==> config.mk <==
export PLATFORM = sky130hd
export DESIGN_NAME = io_term_mapper
export DESIGN_NICKNAME = d
export VERILOG_FILES = /design/src/hw/io_term_pkg.sv /design/src/hw/io_term_mapper.sv
export SDC_FILE = /design/constraint.sdc
export NUM_CORES = 1
export LEC_CHECK = 0
export BUFFER_PORTS_ARGS = -buffer_cell sky130_fd_sc_hd__buf_2
export CAP_MARGIN = 30
export CORE_MARGIN = 2
export CORE_UTILIZATION = 40
export CTS_CLUSTER_SIZE = 30
export DETAILED_ROUTE_END_ITERATION = 10
export PLACE_DENSITY_LB_ADDON = 0.2
export SYNTH_ARGS = -nofsm -noshare
export SYNTH_HDL_FRONTEND = slang
export SYNTH_SLANG_ARGS = --single-unit
export TNS_END_PERCENT = 20
==> constraint.sdc <==
create_clock -name clk_i -period 2.9 [get_ports clk_i]
set_input_delay 0.29 -clock clk_i [delete_from_list [all_inputs] [get_ports clk_i]]
set_output_delay 0.29 -clock clk_i [all_outputs]
set_load 0.03 [all_outputs]
==> src/hw/io_term_pkg.sv <==
// Package with constants and types for the programmable terminal mapper
// Notes on behaviour
// Eight input terminals, each with function code
// Input polarity: 0 open active, 1 closed
// New assignments apply only after restart
// Code 1 edge pulses alarm reset
// Code 10 edge clears deviation in position
// Code 11 level inhibits pulses in position
// Code 12 emergency stop, 13 reverse inhibit
// Code 14 level forbids forward rotation
// Code 22 edge gives external origin
// Codes 26,27 jog, 28 overheat, levels
// Code 33 gear select, 34/35 probes
// Four general outputs plus alarm output
// Output polarity: 0 closed, 1 open
// Output code 0: ready and fault free
// Output code 1: servo on
// Output code 2: speed above threshold
// Code 3 speed reached, 4 position done
// Code 6 fault, 7 brake, 8 overload
// Code 5 torque limit, 9 speed limit
// Code 11 large deviation warning
// Code 12 homing complete
// Code 16 dynamic braking
// Reserved codes do nothing, outputs inactive
package io_term_pkg;

  // ****************************************************************
  // Register map (word byte addresses)
  // ****************************************************************
  localparam logic [7:0] ADDR_IN_FUNC0  = 8'h00;  // Input setting 0, 1..7 follow every 4
  localparam logic [7:0] ADDR_OUT_FUNC0 = 8'h20;  // Output setting 0..3, 4 is the alarm output
  localparam logic [7:0] ADDR_IN_STATE  = 8'h40;  // Raw and active input levels
  localparam logic [7:0] ADDR_OUT_STATE = 8'h44;  // Output levels and active flags
  localparam logic [7:0] ADDR_EVENTS    = 8'h48;  // Sticky edge events, write one to clear
  localparam logic [7:0] ADDR_APPLIED   = 8'h4C;  // Bit 0: settings applied since reset
  localparam logic [7:0] ADDR_APPLY     = 8'h50;  // Write bit 0 = restart-apply request

  // ****************************************************************
  // Setting fields: code in [5:0], contact type in bit 8
  // ****************************************************************
  localparam int unsigned CODE_LSB  = 0;
  localparam int unsigned CODE_W    = 6;
  localparam int unsigned POL_BIT   = 8;
  localparam logic [8:0] IN_SET_RST  = 9'h100;  // Reserved code, closed active
  localparam logic [8:0] OUT_SET_RST = 9'h10A;  // Reserved code 10, open contact

  localparam int unsigned NUM_IN  = 8;
  localparam int unsigned NUM_OUT = 5;

  // Input function codes
  localparam logic [5:0] FI_ALM_RST = 6'h01;
  localparam logic [5:0] FI_GAIN    = 6'h08;
  localparam logic [5:0] FI_DEV_CLR = 6'h0A;
  localparam logic [5:0] FI_PLS_INH = 6'h0B;
  localparam logic [5:0] FI_ESTOP   = 6'h0C;
  localparam logic [5:0] FI_REV_INH = 6'h0D;
  localparam logic [5:0] FI_FWD_INH = 6'h0E;
  localparam logic [5:0] FI_ORIGIN  = 6'h16;
  localparam logic [5:0] FI_JOG_FWD = 6'h1A;
  localparam logic [5:0] FI_JOG_REV = 6'h1B;
  localparam logic [5:0] FI_HOT     = 6'h1C;
  localparam logic [5:0] FI_GEAR    = 6'h21;
  localparam logic [5:0] FI_PROBE1  = 6'h22;
  localparam logic [5:0] FI_PROBE2  = 6'h23;

  // Internal drive status, one bit per output function code 0..16 except reserved codes 10 and 13..15
  typedef struct packed {
    logic dyn_brake;    // 16
    logic home_done;    // 12
    logic dev_warn;     // 11
    logic speed_limit;  // 9
    logic overload;     // 8
    logic brake;        // 7
    logic fault;        // 6
    logic torque_limit; // 5
    logic pos_done;     // 4
    logic speed_reach;  // 3
    logic rot_detect;   // 2
    logic servo_on;     // 1
    logic ready;        // 0
  } drive_status_t;

  // Commands handed to the motion core
  typedef struct packed {
    logic alarm_reset;   // Pulse
    logic dev_clear;     // Pulse, already gated by position mode
    logic origin;        // Pulse
    logic pulse_inhibit; // Level, gated by position mode
    logic estop;
    logic rev_inhibit;
    logic fwd_inhibit;
    logic jog_fwd;
    logic jog_rev;
    logic overheat;
    logic gain_sel;
    logic gear_sel;
    logic probe1;
    logic probe2;
  } drive_cmd_t;

endpackage : io_term_pkg

==> src/hw/io_term_mapper.sv <==
// Programmable input/output terminal mapper with a classic Wishbone slave
`timescale 1ns/1ps
module io_term_mapper
(
  // Clock and reset
  input  wire  logic                      clk_i,
  input  wire  logic                      rst_i,
  // Wishbone slave
  input  wire  logic                      cyc_i,
  input  wire  logic                      stb_i,
  input  wire  logic                      we_i,
  input  wire  logic [7:0]                adr_i,
  input  wire  logic [3:0]                sel_i,
  input  wire  logic [31:0]               dat_i,
  output logic                            ack_o,
  output logic [31:0]                     dat_o,
  // Terminals
  input  wire  logic [7:0]                term_in_i,
  output logic [4:0]                      term_out_o,
  // Drive side
  input  wire  logic                      pos_mode_i,
  input  wire  io_term_pkg::drive_status_t status_i,
  output io_term_pkg::drive_cmd_t         cmd_o
);
  import io_term_pkg::*;

  // ****************************************************************
  // Storage
  // ****************************************************************
  logic [8:0]  in_pend  [NUM_IN];   // Software-written pending settings
  logic [8:0]  in_live  [NUM_IN];   // Settings in force
  logic [8:0]  out_pend [NUM_OUT];
  logic [8:0]  out_live [NUM_OUT];
  logic [7:0]  sync1;               // First synchroniser stage
  logic [7:0]  sync2;               // Second synchroniser stage
  logic [7:0]  act_prev;            // Active levels one cycle back
  logic [7:0]  active;              // Polarity-corrected active levels
  logic [2:0]  events;              // Sticky: origin, clear, alarm reset
  logic        applied;             // Settings copied since reset
  logic        apply_req;           // Restart-apply request pulse
  logic        wb_hit;              // Request not yet answered
  logic [2:0]  ev_clr;              // Event bits cleared by software
  drive_cmd_t  next_cmd;            // Decoded commands before the register
  logic [4:0]  next_out;            // Output pin levels before the register
  logic [4:0]  out_act;             // Selected status per output, before polarity

  // Active level test for one code across all inputs
  function automatic logic lvl(input logic [5:0] code, input logic [7:0] act,
                               input logic [8:0] cfg [NUM_IN]);
    logic r;
    r = 1'b0;
    for (int i = 0; i < NUM_IN; i++)
      if (cfg[i][CODE_LSB +: CODE_W] == code && act[i])
        r = 1'b1;
    return r;
  endfunction : lvl

  // Status bit for one output code, reserved codes read inactive
  function automatic logic out_sel(input logic [5:0] code, input drive_status_t s);
    logic r;
    r = 1'b0;
    case (code)
      6'h00: r = s.ready & ~s.fault;
      6'h01: r = s.servo_on;
      6'h02: r = s.rot_detect;
      6'h03: r = s.speed_reach;
      6'h04: r = s.pos_done;
      6'h05: r = s.torque_limit;
      6'h06: r = s.fault;
      6'h07: r = s.brake;
      6'h08: r = s.overload;
      6'h09: r = s.speed_limit;
      6'h0B: r = s.dev_warn;
      6'h0C: r = s.home_done;
      6'h10: r = s.dyn_brake;
      default: r = 1'b0;
    endcase
    return r;
  endfunction : out_sel

  // Output setting index from a byte address inside the output window
  function automatic logic [2:0] out_idx(input logic [7:0] adr);
    logic [7:0] off;
    off = adr - ADDR_OUT_FUNC0;
    return off[4:2];
  endfunction : out_idx

  // ****************************************************************
  // Input synchroniser
  // ****************************************************************
  // Two stages before any logic reads the pins
  always_ff @(posedge clk_i)
  begin
    if (rst_i)
    begin
      sync1 <= 8'h00;
      sync2 <= 8'h00;
    end
    else
    begin
      sync1 <= term_in_i;
      sync2 <= sync1;
    end
  end

  // Contact polarity: 1 closed (high) active, 0 open (low) active
  always_comb
  begin
    for (int i = 0; i < NUM_IN; i++)
      active[i] = in_live[i][POL_BIT] ? sync2[i] : ~sync2[i];
  end

  // Previous active levels for edge detection; clean after reset
  always_ff @(posedge clk_i)
  begin
    if (rst_i)
      act_prev <= 8'h00;
    else
      act_prev <= active;
  end

  // ****************************************************************
  // Input function decode
  // ****************************************************************
  always_comb
  begin
    logic [7:0] rise;
    rise = active & ~act_prev;
    next_cmd               = '0;
    next_cmd.alarm_reset   = lvl(FI_ALM_RST, rise, in_live);
    next_cmd.dev_clear     = lvl(FI_DEV_CLR, rise, in_live) & pos_mode_i;
    next_cmd.origin        = lvl(FI_ORIGIN, rise, in_live);
    next_cmd.pulse_inhibit = lvl(FI_PLS_INH, active, in_live) & pos_mode_i;
    next_cmd.estop         = lvl(FI_ESTOP, active, in_live);
    next_cmd.rev_inhibit   = lvl(FI_REV_INH, active, in_live);
    next_cmd.fwd_inhibit   = lvl(FI_FWD_INH, active, in_live);
    next_cmd.jog_fwd       = lvl(FI_JOG_FWD, active, in_live);
    next_cmd.jog_rev       = lvl(FI_JOG_REV, active, in_live);
    next_cmd.overheat      = lvl(FI_HOT, active, in_live);
    next_cmd.gain_sel      = lvl(FI_GAIN, active, in_live);
    next_cmd.gear_sel      = lvl(FI_GEAR, active, in_live);
    next_cmd.probe1        = lvl(FI_PROBE1, active, in_live);
    next_cmd.probe2        = lvl(FI_PROBE2, active, in_live);
  end

  // Commands registered toward the motion core; reserved codes match nothing
  always_ff @(posedge clk_i)
  begin
    if (rst_i)
      cmd_o <= '0;
    else
      cmd_o <= next_cmd;
  end

  // ****************************************************************
  // Output mapping
  // ****************************************************************
  always_comb
  begin
    for (int k = 0; k < NUM_OUT; k++)
    begin
      out_act[k]  = out_sel(out_live[k][CODE_LSB +: CODE_W], status_i);
      // Open contact drives high when active; closed contact inverts
      next_out[k] = out_live[k][POL_BIT] ? out_act[k] : ~out_act[k];
    end
  end

  // Four general outputs plus the alarm output, from flip-flops
  always_ff @(posedge clk_i)
  begin
    if (rst_i)
      term_out_o <= 5'h00;
    else
      term_out_o <= next_out;
  end

  // ****************************************************************
  // Settings: pending copy written by software, live copy at restart
  // ****************************************************************
  // Live copy loads once per reset release, or on explicit apply request
  always_ff @(posedge clk_i)
  begin
    if (rst_i)
      applied <= 1'b0;
    else if (!applied || apply_req)
      applied <= 1'b1;
  end

  always_ff @(posedge clk_i)
  begin
    if (rst_i)
    begin
      for (int i = 0; i < NUM_IN; i++)
        in_live[i] <= IN_SET_RST;
      for (int k = 0; k < NUM_OUT; k++)
        out_live[k] <= OUT_SET_RST;
    end
    else if (!applied || apply_req)
    begin
      in_live  <= in_pend;
      out_live <= out_pend;
    end
  end

  // Request seen on the bus and not yet answered
  assign wb_hit = cyc_i & stb_i & ~ack_o;

  // Writes land at the edge where the master samples ack high
  wire wr_ok = cyc_i & stb_i & we_i & ack_o & sel_i[0];

  // Pending input settings: reset gives reserved codes, so nothing undefined goes live
  always_ff @(posedge clk_i)
  begin
    if (rst_i)
    begin
      for (int i = 0; i < NUM_IN; i++)
        in_pend[i] <= IN_SET_RST;
    end
    else if (wr_ok && adr_i < ADDR_OUT_FUNC0 && adr_i[1:0] == 2'b00)
      in_pend[adr_i[4:2]] <= {sel_i[1] ? dat_i[8] : in_pend[adr_i[4:2]][8], dat_i[7:0]};
  end

  // Pending output settings, alarm output at index 4
  always_ff @(posedge clk_i)
  begin
    if (rst_i)
    begin
      for (int k = 0; k < NUM_OUT; k++)
        out_pend[k] <= OUT_SET_RST;
    end
    else if (wr_ok && adr_i >= ADDR_OUT_FUNC0 && adr_i < ADDR_OUT_FUNC0 + 8'h14 && adr_i[1:0] == 2'b00)
      out_pend[out_idx(adr_i)] <= {sel_i[1] ? dat_i[8] : out_pend[out_idx(adr_i)][8], dat_i[7:0]};
  end

  // Apply request pulse from software restart
  always_ff @(posedge clk_i)
  begin
    if (rst_i)
      apply_req <= 1'b0;
    else
      apply_req <= wr_ok & (adr_i == ADDR_APPLY) & dat_i[0];
  end

  // ****************************************************************
  // Sticky edge events; a new edge wins over a clear
  // ****************************************************************
  always_ff @(posedge clk_i)
  begin
    if (rst_i)
      events <= 3'h0;
    else
      events <= (events & ~ev_clr) | {next_cmd.origin, next_cmd.dev_clear, next_cmd.alarm_reset};
  end

  // Bits written as ones clear the matching events
  assign ev_clr = (wr_ok && adr_i == ADDR_EVENTS) ? dat_i[2:0] : 3'h0;

  // ****************************************************************
  // Wishbone answer: ack one cycle after the request, then drop
  // ****************************************************************
  always_ff @(posedge clk_i)
  begin
    if (rst_i)
      ack_o <= 1'b0;
    else
      ack_o <= wb_hit;
  end

  // Read data registered together with the ack, held until the next read request
  always_ff @(posedge clk_i)
  begin
    if (rst_i)
      dat_o <= 32'h0000_0000;
    else if (wb_hit && !we_i)
    begin
      if (adr_i < ADDR_OUT_FUNC0)
        dat_o <= {23'h0, in_pend[adr_i[4:2]]};
      else if (adr_i < ADDR_OUT_FUNC0 + 8'h14)
        dat_o <= {23'h0, out_pend[out_idx(adr_i)]};
      else if (adr_i == ADDR_IN_STATE)
        dat_o <= {16'h0, active, sync2};
      else if (adr_i == ADDR_OUT_STATE)
        dat_o <= {19'h0, out_act, 3'h0, term_out_o};
      else if (adr_i == ADDR_EVENTS)
        dat_o <= {29'h0, events};
      else if (adr_i == ADDR_APPLIED)
        dat_o <= {31'h0, applied};
      else
        dat_o <= 32'h0000_0000;  // Unmapped reads zero
    end
  end

  // ****************************************************************
  // Checks
  // ****************************************************************
  // Ack is a single-cycle answer
  property p_ack_once;
    @(posedge clk_i) disable iff (rst_i) ack_o |=> !ack_o;
  endproperty
  a_ack_once: assert property (p_ack_once) else $error("ack held two cycles");

  // Every open request is answered at the next edge
  property p_ack_answer;
    @(posedge clk_i) disable iff (rst_i) wb_hit |=> ack_o;
  endproperty
  a_ack_answer: assert property (p_ack_answer) else $error("request not answered");

  // Alarm reset is a one-cycle pulse per activation
  property p_alarm_reset_edge;
    @(posedge clk_i) disable iff (rst_i) cmd_o.alarm_reset |=> !cmd_o.alarm_reset;
  endproperty
  a_alarm_reset_edge: assert property (p_alarm_reset_edge) else $error("alarm reset not a pulse");

  // Alarm reset pulse is also kept as a sticky event
  property p_alarm_event;
    @(posedge clk_i) disable iff (rst_i) cmd_o.alarm_reset |-> events[0];
  endproperty
  a_alarm_event: assert property (p_alarm_event) else $error("alarm reset event lost");

  // Deviation clear only in position mode
  property p_dev_clear_mode;
    @(posedge clk_i) disable iff (rst_i) cmd_o.dev_clear |-> $past(pos_mode_i);
  endproperty
  a_dev_clear_mode: assert property (p_dev_clear_mode) else $error("clear outside position mode");

  // Deviation clear is a one-cycle pulse per activation
  property p_dev_clear_pulse;
    @(posedge clk_i) disable iff (rst_i) cmd_o.dev_clear |=> !cmd_o.dev_clear;
  endproperty
  a_dev_clear_pulse: assert property (p_dev_clear_pulse) else $error("deviation clear not a pulse");

  // Pulse inhibit only in position mode
  property p_inhibit_mode;
    @(posedge clk_i) disable iff (rst_i) !$past(pos_mode_i) |-> !cmd_o.pulse_inhibit;
  endproperty
  a_inhibit_mode: assert property (p_inhibit_mode) else $error("inhibit outside position mode");

  // Input 0 setting in force changes only at a restart
  property p_live_stable;
    @(posedge clk_i) disable iff (rst_i) applied && !apply_req |=> $stable(in_live[0]);
  endproperty
  a_live_stable: assert property (p_live_stable) else $error("setting changed without restart");

  // Alarm output setting in force changes only at a restart
  property p_out_live_stable;
    @(posedge clk_i) disable iff (rst_i) applied && !apply_req |=> $stable(out_live[4]);
  endproperty
  a_out_live_stable: assert property (p_out_live_stable) else $error("output setting changed early");

  // First output follows its selected status with the contact type in force
  property p_out_map;
    @(posedge clk_i) disable iff (rst_i)
      1'b1 |=> term_out_o[0] == ($past(out_live[0][POL_BIT]) ? $past(out_act[0]) : !$past(out_act[0]));
  endproperty
  a_out_map: assert property (p_out_map) else $error("output polarity wrong");

  // Alarm output with the reserved code rests at its inactive level
  property p_alarm_reserved;
    @(posedge clk_i) disable iff (rst_i)
      out_live[4][CODE_LSB +: CODE_W] == 6'h0A |=> term_out_o[4] == !$past(out_live[4][POL_BIT]);
  endproperty
  a_alarm_reserved: assert property (p_alarm_reserved) else $error("reserved output active");

  // Origin pulse is kept as a sticky event
  property p_event_sticky;
    @(posedge clk_i) disable iff (rst_i) cmd_o.origin |-> events[2];
  endproperty
  a_event_sticky: assert property (p_event_sticky) else $error("origin event lost");

  // Origin is a one-cycle pulse per activation
  property p_origin_pulse;
    @(posedge clk_i) disable iff (rst_i) cmd_o.origin |=> !cmd_o.origin;
  endproperty
  a_origin_pulse: assert property (p_origin_pulse) else $error("origin not a pulse");

  // Emergency stop level reaches the motion core
  property p_estop;
    @(posedge clk_i) disable iff (rst_i) next_cmd.estop |=> cmd_o.estop;
  endproperty
  a_estop: assert property (p_estop) else $error("estop not passed");

endmodule : io_term_mapper

==> metrics.txt <==
DIE AREA=34200 sq um; EDFF count, synth=0; PwrDens=570 nW/um^2; synth warn=0; DR vias=11784; most common cell after layout, fill and taps aside=nand2_1; CTS Buffer Depth=3; global-route wire length before repair=66100 um; skew final=0.00923 ns; CTS tree=built; Site Rows=66; outcome=finished clean; port buffer count=81; Cell variety after synth=79; cts hold-fix bufs=10; Worst-Margin Slew=0.887 ns; async set-or-reset flop fraction in the synthesized netlist=0%; Max Fclk=424 MHz; Final Max Tran Viols=0; initial antenna violation count=0; register area share after synthesis=41.8%; Placed Cells=1998; TritonCTS buffer count=31; Net count, final=1670; cell family with most CP delay=compound AO/OA/AOI/OAI gates; Final WS setup=0.540 ns; Max VDD drop=425 uV; DIE HEIGHT=185 um; Worst EP required=3.42 ns; Mapped Area=13100 sq um; total I/O pin count=123; Area growth syn-to-layout=16.1%; global-route usage over all layers=25.4%; final hold viol count=0; clk slew on worst S/H paths=0.06 ns; commonest non-fill, non-tap cells in the layout=287 x nand2_1, 273 x dfxtp_1, 143 x nor2_1; core area=32400 sq um; ys flop type=dfxtp_1; startpoint types=flop; most area-hungry cell type in the Yosys netlist=dfxtp_1; top post-synthesis cells by area=dfxtp_1 42%, nand2_1 8.2%, mux2i_1 7.5%, mux4_2 5.0%, a21oi_1 4.8%; leak pwr=0.00523 uW; post-route cell area=15200 sq um; clk_lat worst skew=0.58 ns; Max FO, Critical Path=5; utilization after layout=46.9%; fill cell count=3191; final WL=43600 um; Starting Density=40.4%; worst reg2reg setup slack=0.54 ns; non-filler cells, final=2067; worst slack at placement=0.399 ns; CTS resizes=0; Die Span X=185 um; largest net degree at the start of global routing=113; DP HPWL=31600 um; H-Tree Depth=1; Slew headroom=40.8%; Root Buffer=clkbuf_16; max incr delay on CP=0.70 ns; RSZ-0062 raised after global routing=no; share of layout cells above drive strength 1=14.9%; GP Congestion=0.913; final worst path period need=2.36 ns; number of global-route vias before repair=11008; Starting DRT DRC Count=1433; Sequential Area=5470 sq um; number of max-cap violations=0; Yosys reg bits=273; area post-placement=14000 sq um; Hold Path Class=in2reg; WL/cell=21.1 um; crit share post-route=81.4%; CP Class=reg2reg; drt pass-1 iters=8; cells after synthesis=1544; post-synthesis area per instance=8.47 sq um; area taken by multi-input logic gates=7070 sq um; crit path cell chain=xnor2_1, nand4b_1, o311a_1, a41oi_2, a31o_1; postcts setup bufs=0; grt ovf=0; CTS Sinks=273; area share of the largest cell type after synthesis=41.8%; slowest CP cell=xnor2_1; Arrival @ worst endpoint=2.88 ns; Via density=5.70; DRC=0; CP bufs+invs=0; Worst Setup End Kind=flop; Final ANT Viol Nets=0; setup TNS=0 ns; final setup vio count=0
-- area by class of cell --
cell class	instances	share of cell area [%]
Sequential cell	273	36.0
Tap cell	442	3.64
Timing Repair Buffer	132	5.81
Multi-Input combinational cell	1139	46.6
Clock buffer	39	5.77
Clock inverter	19	1.68
Antenna cell	1	0.0165
Inverter	22	0.544
-- metal layers --
metal	GRT usage [%]	wire [um]	vias up
met3	4.35	3590	89
met5	0	0	-
met4	7.24	1270	0
met1	37.8	20700	5597
met2	37.3	18000	532
li1	-	-	5566
-- worst paths after layout --
check / cells past startpoint / start / to
min reg2reg: 1 / sync1[4] / sync2[4]
max: 5 / sync2[0] / events[1]
max reg2reg: 5 / sync2[0] / events[1]
min: 3 / pos_mode_i / cmd_o[10]
-- tightest hold or removal path: stages --
cell     delay, ns
buf_2         0.11
nand2_1       0.13
a31oi_1       0.07
-- Yosys cell counts (7+ instances only) --
master and instances:
a311oi_1 7, or3_1 7, a32oi_1 7, nor4b_1 7, nor2_1 143, a31oi_1 10, nor4_1 35, inv_1 22
mux4_2 29, mux2_2 7, nand2_1 287, mux2i_1 98, a21oi_1 125, nand4b_1 8, nor2b_1 39, dfxtp_1 273
nand3_1 37, xor2_1 8, nand4_1 8, nand2b_1 22, a22o_1 8, clkbuf_1 83, buf_4 21, nand3b_1 11
a221oi_1 9, buf_2 17, xnor2_1 8, a211o_1 8, o22ai_1 13, nor3b_1 7, o21ai_0 41, or4_1 7
nor3_1 35
-- metrics by stage --
step	power (uW)	hold slack [ns]
2_1_floorplan	4270	0.409
5_1_grt	8910	0.0860
6_report	8660	0.0717
3_5_place_dp	4460	0.428
3_3_place_gp	4460	0.427
4_1_cts	8730	0.0595
-- state kept, by name, indices dropped and copies added (netlist names) --
name and count:
ack_o 1, act_prev 8, applied 1, apply_req 1, cmd_o 14, dat_o 16
events 3, in_live 56, in_pend 72, out_live 35, out_pend 45, sync1 8
sync2 8, term_out_o 5
-- power by group --
group          internal [uW]  switching (uW)  total [uW]
Clock                   2590            1670        4270
Combinational            166             393         559
Sequential              3790            45.4        3840
-- kinds of logic (layout without fill, tap and decap cells) --
family	after synthesis	in the layout	share of synthesized area, %
flip-flops	273	273	41.8
AO/OA/AOI/OAI	290	290	14.1
AND/OR/NAND/NOR	682	682	24.8
multiplexers	135	135	13.2
buffers and inverters	147	212	5.04
XOR/XNOR	16	16	1.07
other	1	17	0.0287
Power figures use the tool's default switching activity.
